[src/rtl/amla_pkg.sv]
// Shared constants and types for the converter mode and limit alert block
package amla_pkg;
	// ==========================================
	// Register offsets
	localparam logic [2:0] AMLA_ADDR_RESULT = 3'h0;
	localparam logic [2:0] AMLA_ADDR_CONFIG = 3'h1;
	localparam logic [2:0] AMLA_ADDR_LOWER = 3'h2;
	localparam logic [2:0] AMLA_ADDR_UPPER = 3'h3;
	localparam logic [2:0] AMLA_ADDR_STATUS = 3'h4;
	localparam logic [2:0] AMLA_ADDR_CLEAR = 3'h5;
	localparam logic [2:0] AMLA_ADDR_ENABLE = 3'h6;
	// ==========================================
	// Setup word field positions
	localparam int AMLA_OS_BIT = 15;
	localparam int AMLA_MODE_BIT = 8;
	localparam int AMLA_RATE_HI = 7;
	localparam int AMLA_RATE_LO = 5;
	localparam int AMLA_STYLE_BIT = 4;
	localparam int AMLA_POL_BIT = 3;
	localparam int AMLA_HOLD_BIT = 2;
	localparam int AMLA_QUE_HI = 1;
	localparam int AMLA_QUE_LO = 0;
	// ==========================================
	// Reset values and fixed codes
	localparam logic [15:0] AMLA_CONFIG_RST = 16'h8583;
	localparam logic [15:0] AMLA_LOWER_RST = 16'h8000;
	localparam logic [15:0] AMLA_UPPER_RST = 16'h7FFF;
	localparam logic [15:0] AMLA_RESULT_RST = 16'h0000;
	localparam logic [15:0] AMLA_CFG_STORE = 16'h7FFF;
	localparam logic [1:0] AMLA_QUE_OFF = 2'h3;
	localparam logic [4:0] AMLA_RES_BITS = 5'h10;
	// ==========================================
	// Event bits of status, clear and enable
	localparam int AMLA_EV_DONE = 0;
	localparam int AMLA_EV_ALERT = 1;
	localparam int AMLA_EV_ARA = 2;
	// ==========================================
	// Timing
	localparam int unsigned AMLA_CLK_PERIOD_NS = 8;
	localparam int unsigned AMLA_FAST_PERIOD_NS = 1000000;
	localparam int unsigned AMLA_FAST_PERIOD_CYC = AMLA_FAST_PERIOD_NS / AMLA_CLK_PERIOD_NS;
	localparam int unsigned AMLA_RDY_PULSE_NS = 8000;
	localparam int unsigned AMLA_RDY_PULSE_CYC = (AMLA_RDY_PULSE_NS + AMLA_CLK_PERIOD_NS - 1) / AMLA_CLK_PERIOD_NS;
	// ==========================================
	// Types
	typedef enum logic {AMLA_ARA_IDLE, AMLA_ARA_SEND} amla_ara_st_t;
	// Sample period in units of the 1000 per second period
	function automatic logic [7:0] amla_rate_mult(input logic [2:0] code);
		case (code)
			3'h0: amla_rate_mult = 8'hA0;
			3'h1: amla_rate_mult = 8'h50;
			3'h2: amla_rate_mult = 8'h28;
			3'h3: amla_rate_mult = 8'h14;
			3'h4: amla_rate_mult = 8'h0A;
			3'h5: amla_rate_mult = 8'h04;
			3'h6: amla_rate_mult = 8'h02;
			default: amla_rate_mult = 8'h01;
		endcase
	endfunction
	// Consecutive faults needed before the alert trips
	function automatic logic [2:0] amla_que_need(input logic [1:0] que);
		case (que)
			2'h0: amla_que_need = 3'h1;
			2'h1: amla_que_need = 3'h2;
			default: amla_que_need = 3'h4;
		endcase
	endfunction
endpackage

[src/rtl/amla_cmp_if.sv]
// Link between the control core and the limit comparator
`timescale 1ns/100ps
interface amla_cmp_if;
	logic step;
	logic [15:0] result;
	logic [15:0] upper;
	logic [15:0] lower;
	logic style;
	logic hold;
	logic [1:0] que;
	logic que_wr;
	logic clr;
	logic act;
	logic rise;
	modport core (output step, result, upper, lower, style, hold, que, que_wr, clr, input act, rise);
	modport cmp (input step, result, upper, lower, style, hold, que, que_wr, clr, output act, rise);
endinterface

[src/rtl/amla_top.sv]
// Converter control: mode, sample rate, limit alert and register port
`timescale 1ns/100ps
module amla_top
	import amla_pkg::*;
#(
	parameter int unsigned FAST_PERIOD_CYC = AMLA_FAST_PERIOD_CYC,
	parameter logic [6:0] DEV_ADDR = 7'h15 // Arbitrary default
)
(
	// Clock and reset
	input wire logic ref_clk_in,
	input wire logic rst_in,
	// Register port
	input wire logic [2:0] addr_in,
	input wire logic [15:0] wdata_in,
	input wire logic wr_in,
	input wire logic rd_in,
	output logic [15:0] rdata_out,
	// Result link from the converter core
	input wire logic lk_clk_in,
	input wire logic lk_frame_in,
	input wire logic lk_data_in,
	output logic conv_start_out,
	output logic pwr_down_out,
	// Alert response arbitration
	input wire logic ara_start_in,
	input wire logic ara_next_in,
	input wire logic sda_in,
	output logic sda_out,
	output logic sda_oe_out,
	// Alert pin and interrupt
	output logic alert_out,
	output logic alert_oe_out,
	output logic irq_out
);
	typedef struct packed {
		logic [15:0] cfg;
		logic [15:0] lower;
		logic [15:0] upper;
		logic [15:0] result;
		logic [15:0] rdata;
		logic [2:0] sts;
		logic [2:0] en;
		logic irq;
		logic lk_c1;
		logic lk_c2;
		logic lk_c3;
		logic lk_f1;
		logic lk_f2;
		logic lk_f3;
		logic lk_d1;
		logic lk_d2;
		logic [15:0] shift;
		logic [4:0] nbits;
		logic busy;
		logic start;
		logic [24:0] period_cnt;
		logic [9:0] rdy_cnt;
		logic alert;
		logic alert_oe;
		amla_ara_st_t ara;
		logic [2:0] ara_idx;
		logic ara_oe;
		logic step;
		logic clr;
		logic que_wr;
		logic pwr;
	} amla_top_st_t;

	amla_top_st_t q;
	amla_top_st_t n;
	amla_cmp_if cmp_bus ();
	logic single;
	logic rdy_mode;
	logic active;
	logic [2:0] ev;

	// ==========================================
	// Comparator
	amla_cmp u_cmp (
		.ref_clk_in(ref_clk_in),
		.rst_in(rst_in),
		.cmp_bus(cmp_bus)
	);

	// Comparator inputs from core state
	assign cmp_bus.step = q.step;
	assign cmp_bus.result = q.result;
	assign cmp_bus.upper = q.upper;
	assign cmp_bus.lower = q.lower;
	assign cmp_bus.style = q.cfg[AMLA_STYLE_BIT];
	assign cmp_bus.hold = q.cfg[AMLA_HOLD_BIT];
	assign cmp_bus.que = q.cfg[AMLA_QUE_HI:AMLA_QUE_LO];
	assign cmp_bus.que_wr = q.que_wr;
	assign cmp_bus.clr = q.clr;

	// ==========================================
	// Next state
	always_comb
	begin
		n = q;
		ev = 3'h0;
		n.start = 1'b0;
		n.step = 1'b0;
		n.clr = 1'b0;
		n.que_wr = 1'b0;
		single = q.cfg[AMLA_MODE_BIT];
		rdy_mode = q.upper[15] && !q.lower[15];

		// Link inputs pass two flops before use
		n.lk_c1 = lk_clk_in;
		n.lk_c2 = q.lk_c1;
		n.lk_c3 = q.lk_c2;
		n.lk_f1 = lk_frame_in;
		n.lk_f2 = q.lk_f1;
		n.lk_f3 = q.lk_f2;
		n.lk_d1 = lk_data_in;
		n.lk_d2 = q.lk_d1;

		// Register writes
		if (wr_in)
		begin
			case (addr_in)
				AMLA_ADDR_CONFIG:
				begin
					n.cfg = wdata_in & AMLA_CFG_STORE;
					n.que_wr = 1'b1;
					if (wdata_in[AMLA_OS_BIT] && single && !q.busy)
						n.start = 1'b1;
				end
				AMLA_ADDR_LOWER: n.lower = wdata_in;
				AMLA_ADDR_UPPER: n.upper = wdata_in;
				AMLA_ADDR_CLEAR: n.sts = q.sts & ~wdata_in[2:0];
				AMLA_ADDR_ENABLE: n.en = wdata_in[2:0];
				default: ;
			endcase
		end

		// Register reads, data stand one cycle later
		n.rdata = 16'h0000;
		if (rd_in)
		begin
			case (addr_in)
				AMLA_ADDR_RESULT:
				begin
					n.rdata = q.result;
					n.clr = 1'b1;
				end
				AMLA_ADDR_CONFIG: n.rdata = {!q.busy, q.cfg[14:0]};
				AMLA_ADDR_LOWER: n.rdata = q.lower;
				AMLA_ADDR_UPPER: n.rdata = q.upper;
				AMLA_ADDR_STATUS: n.rdata = {13'h0000, q.sts};
				AMLA_ADDR_ENABLE: n.rdata = {13'h0000, q.en};
				default: n.rdata = 16'h0000;
			endcase
		end

		// Sample timer for continuous mode
		if (single)
			n.period_cnt = 25'h0000000;
		else if (q.period_cnt == 25'h0000000)
		begin
			n.period_cnt = 25'(FAST_PERIOD_CYC * amla_rate_mult(q.cfg[AMLA_RATE_HI:AMLA_RATE_LO]) - 1);
			if (!q.busy)
				n.start = 1'b1;
		end
		else
			n.period_cnt = q.period_cnt - 25'h0000001;
		if (n.start)
			n.busy = 1'b1;

		// Result word arrives MSB first on link clock rises
		if (q.lk_f2 && !q.lk_f3)
			n.nbits = 5'h00;
		else if (q.lk_f2 && q.lk_c2 && !q.lk_c3 && q.nbits != AMLA_RES_BITS)
		begin
			n.shift = {q.shift[14:0], q.lk_d2};
			n.nbits = q.nbits + 5'h01;
		end
		if (!q.lk_f2 && q.lk_f3 && q.busy && q.nbits == AMLA_RES_BITS)
		begin
			n.result = q.shift;
			n.busy = 1'b0;
			n.step = 1'b1;
			ev[AMLA_EV_DONE] = 1'b1;
			n.rdy_cnt = 10'(AMLA_RDY_PULSE_CYC);
		end
		else if (q.rdy_cnt != 10'h000)
			n.rdy_cnt = q.rdy_cnt - 10'h001;

		// Alert response: send address bits, back off on loss
		case (q.ara)
			AMLA_ARA_IDLE:
			begin
				n.ara_oe = 1'b0;
				if (ara_start_in && cmp_bus.act && !rdy_mode && q.alert_oe)
				begin
					n.ara = AMLA_ARA_SEND;
					n.ara_idx = 3'h6;
					n.ara_oe = !DEV_ADDR[6];
				end
			end
			AMLA_ARA_SEND:
			begin
				if (ara_next_in)
				begin
					if (!q.ara_oe && !sda_in)
					begin
						n.ara = AMLA_ARA_IDLE;
						n.ara_oe = 1'b0;
					end
					else if (q.ara_idx == 3'h0)
					begin
						n.ara = AMLA_ARA_IDLE;
						n.ara_oe = 1'b0;
						n.clr = 1'b1;
						ev[AMLA_EV_ARA] = 1'b1;
					end
					else
					begin
						n.ara_idx = q.ara_idx - 3'h1;
						n.ara_oe = !DEV_ADDR[n.ara_idx];
					end
				end
			end
			default: n.ara = AMLA_ARA_IDLE;
		endcase

		// Alert pin level and enable
		if (rdy_mode)
			active = single ? !q.busy : (q.rdy_cnt != 10'h000);
		else
			active = cmp_bus.act;
		n.alert = q.cfg[AMLA_POL_BIT] ? active : !active;
		n.alert_oe = q.cfg[AMLA_QUE_HI:AMLA_QUE_LO] != AMLA_QUE_OFF;
		n.pwr = n.cfg[AMLA_MODE_BIT] && !n.busy;

		// Sticky events, a set beats a same-cycle clear
		ev[AMLA_EV_ALERT] = cmp_bus.rise;
		n.sts = n.sts | ev;
		n.irq = |(n.sts & n.en);
	end

	// ==========================================
	// State register
	always_ff @(posedge ref_clk_in)
	begin
		if (rst_in)
		begin
			q <= '0;
			q.cfg <= AMLA_CONFIG_RST & AMLA_CFG_STORE;
			q.lower <= AMLA_LOWER_RST;
			q.upper <= AMLA_UPPER_RST;
			q.result <= AMLA_RESULT_RST;
			q.alert <= 1'b1;
			q.pwr <= 1'b1;
			q.ara <= AMLA_ARA_IDLE;
		end
		else
			q <= n;
	end

	// Outputs straight from flops, except sda_out, which is tied low
	assign rdata_out = q.rdata;
	assign conv_start_out = q.start;
	assign pwr_down_out = q.pwr;
	assign sda_out = 1'b0;
	assign sda_oe_out = q.ara_oe;
	assign alert_out = q.alert;
	assign alert_oe_out = q.alert_oe;
	assign irq_out = q.irq;
endmodule

[src/rtl/amla_cmp.sv]
// Limit comparator with fault count and alert hold
`timescale 1ns/100ps
module amla_cmp
	import amla_pkg::*;
(
	// Clock and reset
	input wire logic ref_clk_in,
	input wire logic rst_in,
	// Core link
	amla_cmp_if.cmp cmp_bus
);
	typedef struct packed {
		logic [2:0] cnt;
		logic act;
		logic rise;
	} amla_cmp_st_t;

	amla_cmp_st_t q;
	amla_cmp_st_t n;
	logic above;
	logic below;
	logic fault;
	logic [2:0] inc;

	// ==========================================
	// Compare and count
	always_comb
	begin
		n = q;
		n.rise = 1'b0;
		above = $signed(cmp_bus.result) > $signed(cmp_bus.upper);
		below = $signed(cmp_bus.result) < $signed(cmp_bus.lower);
		fault = cmp_bus.style ? (above | below) : above;
		inc = (q.cnt < 3'h4) ? q.cnt + 3'h1 : q.cnt;
		// Held alert ends on result read or won alert response
		if (cmp_bus.hold && cmp_bus.clr)
			n.act = 1'b0;
		if (cmp_bus.que == AMLA_QUE_OFF)
		begin
			n.cnt = 3'h0;
			n.act = 1'b0;
		end
		else if (cmp_bus.que_wr)
			n.cnt = 3'h0;
		else if (cmp_bus.step)
		begin
			if (fault)
			begin
				n.cnt = inc;
				if (inc >= amla_que_need(cmp_bus.que) && !q.act)
				begin
					n.act = 1'b1;
					n.rise = 1'b1;
				end
			end
			else
			begin
				n.cnt = 3'h0;
				if (!cmp_bus.hold && (cmp_bus.style || below))
					n.act = 1'b0;
			end
		end
	end

	// State register
	always_ff @(posedge ref_clk_in)
	begin
		if (rst_in)
			q <= '0;
		else
			q <= n;
	end

	assign cmp_bus.act = q.act;
	assign cmp_bus.rise = q.rise;
endmodule

[config.mk]
export PLATFORM = sky130hd
export DESIGN_NAME = amla_top
export DESIGN_NICKNAME = d
export VERILOG_FILES = /design/src/rtl/amla_pkg.sv /design/src/rtl/amla_cmp_if.sv /design/src/rtl/amla_top.sv /design/src/rtl/amla_cmp.sv
export SDC_FILE = /design/constraint.sdc
export NUM_CORES = 1
export LEC_CHECK = 0
export BUFFER_PORTS_ARGS = -buffer_cell sky130_fd_sc_hd__buf_2
export CAP_MARGIN = 20
export CORE_UTILIZATION = 51
export CTS_BUF_LIST = sky130_fd_sc_hd__clkbuf_4 sky130_fd_sc_hd__clkbuf_8
export CTS_CLUSTER_SIZE = 16
export DETAILED_ROUTE_END_ITERATION = 8
export PLACE_DENSITY = 0.68
export SLEW_MARGIN = 20
export SYNTH_ARGS = -nofsm -noshare
export SYNTH_HDL_FRONTEND = slang
export SYNTH_SLANG_ARGS = --single-unit
[constraint.sdc]
create_clock -name ref_clk_in -period 5.8 [get_ports ref_clk_in]
set_input_delay 0.58 -clock ref_clk_in [delete_from_list [all_inputs] [get_ports ref_clk_in]]
set_output_delay 0.58 -clock ref_clk_in [all_outputs]
set_load 0.01 [all_outputs]
---- Word level (Yosys, flattened, before mapping) ----
Memory sizes are Yosys's and may differ from the RTL's.
Index checks and enable logic that the tools add are counted.
word-level totals
  flip-flop bits (word level) ............. 168
  memories kept ........................... 1
  memory bits (read-only) ................. 8
  output and inout bits ................... 23
memory list
  memory           words  width  read ports  clocked after memory_dff  wr ports  line             RTL
  (no name shown)  8      1      1           0                         0         amla_top.sv:222  n.ara_oe = !DEV_ADDR[n.ara_idx];
cells by class
  add/subtract/negate cells ............... 6
  equality and inequality tests ........... 21
  bitwise gates (word level) .............. 11
  multipliers ............................. 1
  mux-type cells .......................... 61
  $lt $le $gt $ge ......................... 5
  reduce and logical (&&, ||, !) cells .... 53
operators by type and width
  operator                 count
  $pmux W16 S6             1
  $pmux W8 S7              1
  $sub A25 B1 Y25 const B  2
  $mux W41                 1
  $mux W1                  32
  $mux W16                 2
  $mux W3                  9
  $logic_not A25 Y1        1
  $mux W25                 1
  $mul A14 B8 Y22 const A  1
  $mux W10                 2
  $eq A3 B3 Y1 const B     6
  $logic_and A1 B1 Y1      18
  $gt A16 B16 Y1           1
  $lt A16 B16 Y1           1
  $mux W8                  2
  $logic_not A1 Y1         13
  $eq A3 B2 Y1 const B     4
  $reduce_or A2 Y1         6
  $mux W5                  2
  $ne A2 B2 Y1 const B     5
  $pmux W5 S2              1
  $reduce_bool A10 Y1      1
  $sub A10 B1 Y10 const B  1
  other kinds (29)         44

---- Logic depth before layout (Yosys ltp) ----
  depth in word-level cells ............... 13
  mapped depth ............................ 21
  depth with buffers taken out ............ 20

---- By module ----
A second synthesis with hierarchy kept.
unflattened totals
  cell total of the unflattened synthesis .. 1214
  area, all modules ....................... 9983.3 um^2
modules (own cells, without submodules)
  module    cells an instance  instances  seq. area each (um^2)  area an instance (um^2)
  amla_top  1053               1          3263.1                 8782.2
  amla_cmp  161                1          100.1                  1201.2

---- Worst setup path after synthesis ----
Ideal clock, no wire load.
  kind .................................... register -> register
  start point ............................. register q[155] in the netlist's numbering
  end point ............................... register q[42] in the netlist's numbering
  data arrival time ....................... 4.821 ns
  cell stages (with the launch flop) ...... 21
  path slack .............................. 0.900 ns
  path buffers ............................ 1
  data required time ...................... 5.721 ns
  library setup time ...................... 0.079 ns
  cell sequence ........................... dfxtp_1 clkbuf_1 xor2_1 and2_1 inv_1 fa_1 inv_1 ha_1 inv_1 fa_1 fa_1 inv_1 ha_1 and2_1 a41o_1 a211oi_1 xnor2_1 nor4b_2 nand2_1 xor2_1 a211oi_2
between the ends
  longest elaborated chain between the ends .. 7
  elaborated cells on any way between the ends .. 13
RTL lines
  what                                        line             RTL
  from (decl)                                 amla_top.sv:70   amla_top_st_t q;
  from (signal assigned)                      amla_top.sv:260  q <= n;
  $eq A3 B3 Y1, or another cell as far along  amla_pkg.sv:49   case (code)
  $pmux W8 S7 *                               amla_pkg.sv:49
  $mux W8 *                                   amla_top.sv:161  else if (q.period_cnt == 25'h0000000)
  $mux W8 *                                   amla_top.sv:159  if (single)
  $mul A14 B8 Y22 *                           amla_top.sv:163  n.period_cnt = 25'(FAST_PERIOD_CYC * amla_rate_mult(q.cfg[AMLA_RATE_HI:AMLA_RATE_LO]) - 1);
  $sub A25 B1 Y25 *                           amla_top.sv:163
  $mux W25 *                                  amla_top.sv:161
Every way passes the cells marked *; elsewhere a longest branch is shown, timed or not. The select of a mux whose other input is x is not followed.
A chain may end at the register's enable or synchronous reset.

---- Worst setup path after layout ----
  start point ............................. register q[154] in the netlist's numbering
  end point ............................... register q[44] in the netlist's numbering
The elaborated chain is that of the path after synthesis.

==> impl_metrics.csv <==
group,metric,value,unit
power,p_leak,4.710,nW
timing,skew,0.02276,ns
worst_hold_path,worstHoldPathType,"primary input to register",
clock_network,root_buffer,"clkbuf_8",
synthesis,ys_ff_latch,168,
synthesis,synthDistinctLibCells,72,
die,row_count,50,
synthesis,synth_area,0.009891,mm2
critical_path,required,6.11,ns
die,core-area,0.01883,mm2
die,die_area,0.01995,mm2
routing,first_iter_violations,665,
die,fp.dieW,141.3,um
clock_network,holdBufCountCts,0,
routing,via_per_inst,5.512,
finish,multiInputGateArea,0.005859,mm2
timing,worstMarginPinSlew,1.104,ns
critical_path,crit_arrival,5.65,ns
critical_path,cp-start-kind,"register",
worst_hold_path,holdPathStages,2,
die,start_util,0.5252,
timing,rsz0062_at_grt,"false",
clock_network,clk_pin_slew,0.09,ns
clock_network,cts_max_level,4,
finish,fin_util,0.5614,
clock_network,clk_latency,0.48,ns
place,port_buffers,50,
power,sw_frac_of_total,0.3297,
place,placed_cells,1453,
place,dpl.hpwl,18180,um
run_status,status,"finished, final reports clean",
finish,nFillCells,1778,
power,finalPower,2.651,mW
power,p_per_area,250.7,mW/mm2
grt,first_global_vias,7565,
finish,syn2layout_area_growth,6.882,%
timing,holdWs,0.3093,ns
timing,finalCriticalPeriod,5.336,ns
clock_network,cts_setup_buffers,0,
synthesis,async_flop_share,0,
timing,max_clock_freq,0.1874,GHz
power,seq_power_share,0.466,
timing,slew_headroom,0.2613,
finish,fin_cells,1487,
die,die_y,141.3,um
power,ir_worst_vdd,198.6,uV
critical_path,critPathCaptureType,"register",
synthesis,synth_area_leaders,"dfxtp_1 34%, ha_1 12%, nand2_1 7.5%",
timing,finalSetupViolCount,0,
critical_path,reg2reg_depth,20,
synthesis,synth_warnings,0,
grt,grt-ovfl-total,0,
critical_path,crit_fanout,10,
synthesis,synth_ff_type,"dfxtp_1",
power,comb_power_share,0.223,
grt,antenna_found_initial,4,
finish,fin_nets,1347,
routing,vias,8196,
grt,track_usage,0.2559,
clock_network,ctsResizeCount,0,
clock_network,clockBufferDepth,2,
clock_network,cts_tree,"done",
synthesis,synthCells,1204,
timing,hold_violations,0,
finish,post_route_cells_drive_above_1_share,0.09135,
timing,drv_slew,0,
power,clockPowerShare,0.311,
finish,register_area,0.003363,mm2
power,p_int,1.777,mW
critical_path,critical_path_class,"register to register",
synthesis,avgSynthCellArea,8.215,um2
synthesis,synth-edff-count,0,
synthesis,synth_top_area_frac,0.3400,
power,switching_power,0.8739,mW
grt,grt_max_degree,69,
critical_path,reg2reg_slack,0.46,ns
synthesis,seq_area_frac_synth,0.3400,
place,routabilityCongestion,0.9663,
grt,grt_first_pass_wirelength,39430,um
timing,fin_tns_setup,0,ns
clock_network,cts_made_buffers,17,
routing,drc,0,
synthesis,synth_area_leader_cell,"dfxtp_1",
timing,fin_crit_sh,0.9200,
routing,wl_per_cell,16.73,um
routing,dr.pass1.iters,5,
routing,wirelength,24880,um
flow_run,maxCapViolCount,0,
die,pin_count,52,
routing,route.antenna.remaining_nets,0,
clock_network,cts.sinks,168,
## placed cells by master, fill, tap and decap left out, drive strengths merged, types with 21 or more instances in the layout
cell type / synthesis / final
nor3: 31 / 31
nor2: 107 / 107
inv: 89 / 94
dfxtp: 168 / 168
xnor2: 38 / 38
mux2i: 21 / 21
nand3b: 23 / 23
a211oi: 22 / 22
a21oi: 121 / 121
ha: 92 / 92
xor2: 23 / 23
nand2: 198 / 198
o21ai: 25 / 25
buf: 30 / 56
## path summary, 6_finish.rpt
kind | start | endpoint
setup / recovery | q[154]$_SDFFE_PP0P_ | q[44]$_SDFF_PP0_
setup reg to reg | q[154]$_SDFFE_PP0P_ | q[44]$_SDFF_PP0_
hold / removal | lk_data_in | n[69]$_SDFF_PP0_
hold reg to reg | q[69]$_SDFF_PP0_ | q[53]$_SDFFE_PP0P_
## cells by family (layout without fill, tap and decap cells)
family	after synthesis	after routing	share of synthesized area
AOI/OAI and AO/OA	229	229	0.1424
buffers and inverters	156	177	0.06856
adders and majority gates	105	105	0.1427
other	1	3	0.0003791
and+or+nand+nor	456	456	0.2192
xor gates and xnor gates	61	61	0.05402
muxes	28	28	0.03264
DFF	168	168	0.3400
## layout make-up
cell class              instances  area share
clock inverters                12     0.01042
multi-input cells             881      0.5543
flip-flops and latches        168      0.3181
well taps                     260     0.03077
inverters                      89     0.03160
diodes                          1   0.0002367
repair buffers                 56     0.02852
clock buffers                  20     0.02604
## power by group through the flow
stage / Sequential, mW / Combinational (mW) / Clock, mW
floorplan: 1.25 / 0.475 / 0
global route: 1.24 / 0.656 / 0.888
global placement: 1.26 / 0.571 / 0
finish: 1.24 / 0.590 / 0.824
detailed placement: 1.26 / 0.581 / 0
CTS: 1.24 / 0.586 / 0.839
## metal layers
metal | vias up | track usage | routed length [um]
met5 | - | 0 | 23
li1 | 4101 | - | -
met3 | 28 | 0.04387 | 1419
met1 | 3833 | 0.3667 | 12030
met2 | 230 | 0.3963 | 11180
met4 | 4 | 0.06751 | 227
## sequential cells by signal, indices dropped and copies added, names as in the netlist, 2 cells and up
name	flops
n	5
cmp_bus.que	2
rdata_out	16
cmp_bus.result	16
cmp_bus.upper	16
u_cmp.q	3
q	81
cmp_bus.lower	16
## through the flow
step / instance area [um2] / worst slack (ns)
5_1_grt: 10570 / 0.2213
4_1_cts: 10560 / 0.5081
3_5_place_dp: 10170 / 0.5346
6_report: 10570 / 0.4639
3_3_place_gp: 10170 / 0.7292
2_1_floorplan: 9894 / 0.8996
## cells in the mapped netlist (5+ instances only)
cell type / number
buf_4: 17
nor4_1: 7
or3_1: 8
nor3_1: 31
nand3b_1: 23
ha_1: 92
nor2b_1: 13
nand4_1: 13
nand2_1: 198
inv_1: 89
fa_1: 13
a211o_1: 5
buf_1: 8
xor2_1: 23
xnor2_1: 38
nand3_1: 11
a21o_1: 15
nor2_1: 105
a21oi_1: 121
mux2i_1: 21
clkbuf_1: 37
dfxtp_1: 168
o22a_1: 5
and2_1: 8
a211oi_1: 20
o21ai_0: 24
nand2b_1: 9
## critical path: stages (launching register included)
cell and delay [ns]:
dfxtp_1 0.54, xor2_1 0.21, and2_1 0.30, inv_1 0.10
fa_1 0.50, inv_1 0.05, ha_1 0.27, inv_1 0.05
fa_1 0.50, fa_1 0.55, inv_1 0.04, ha_1 0.35
and2_1 0.18, a41o_1 0.21, a211oi_1 0.34, o41ai_1 0.14
a21oi_1 0.19, xor2_1 0.23, nand4b_1 0.14, xnor2_1 0.19
a21oi_1 0.08
(Power assumes the default switching activity.)
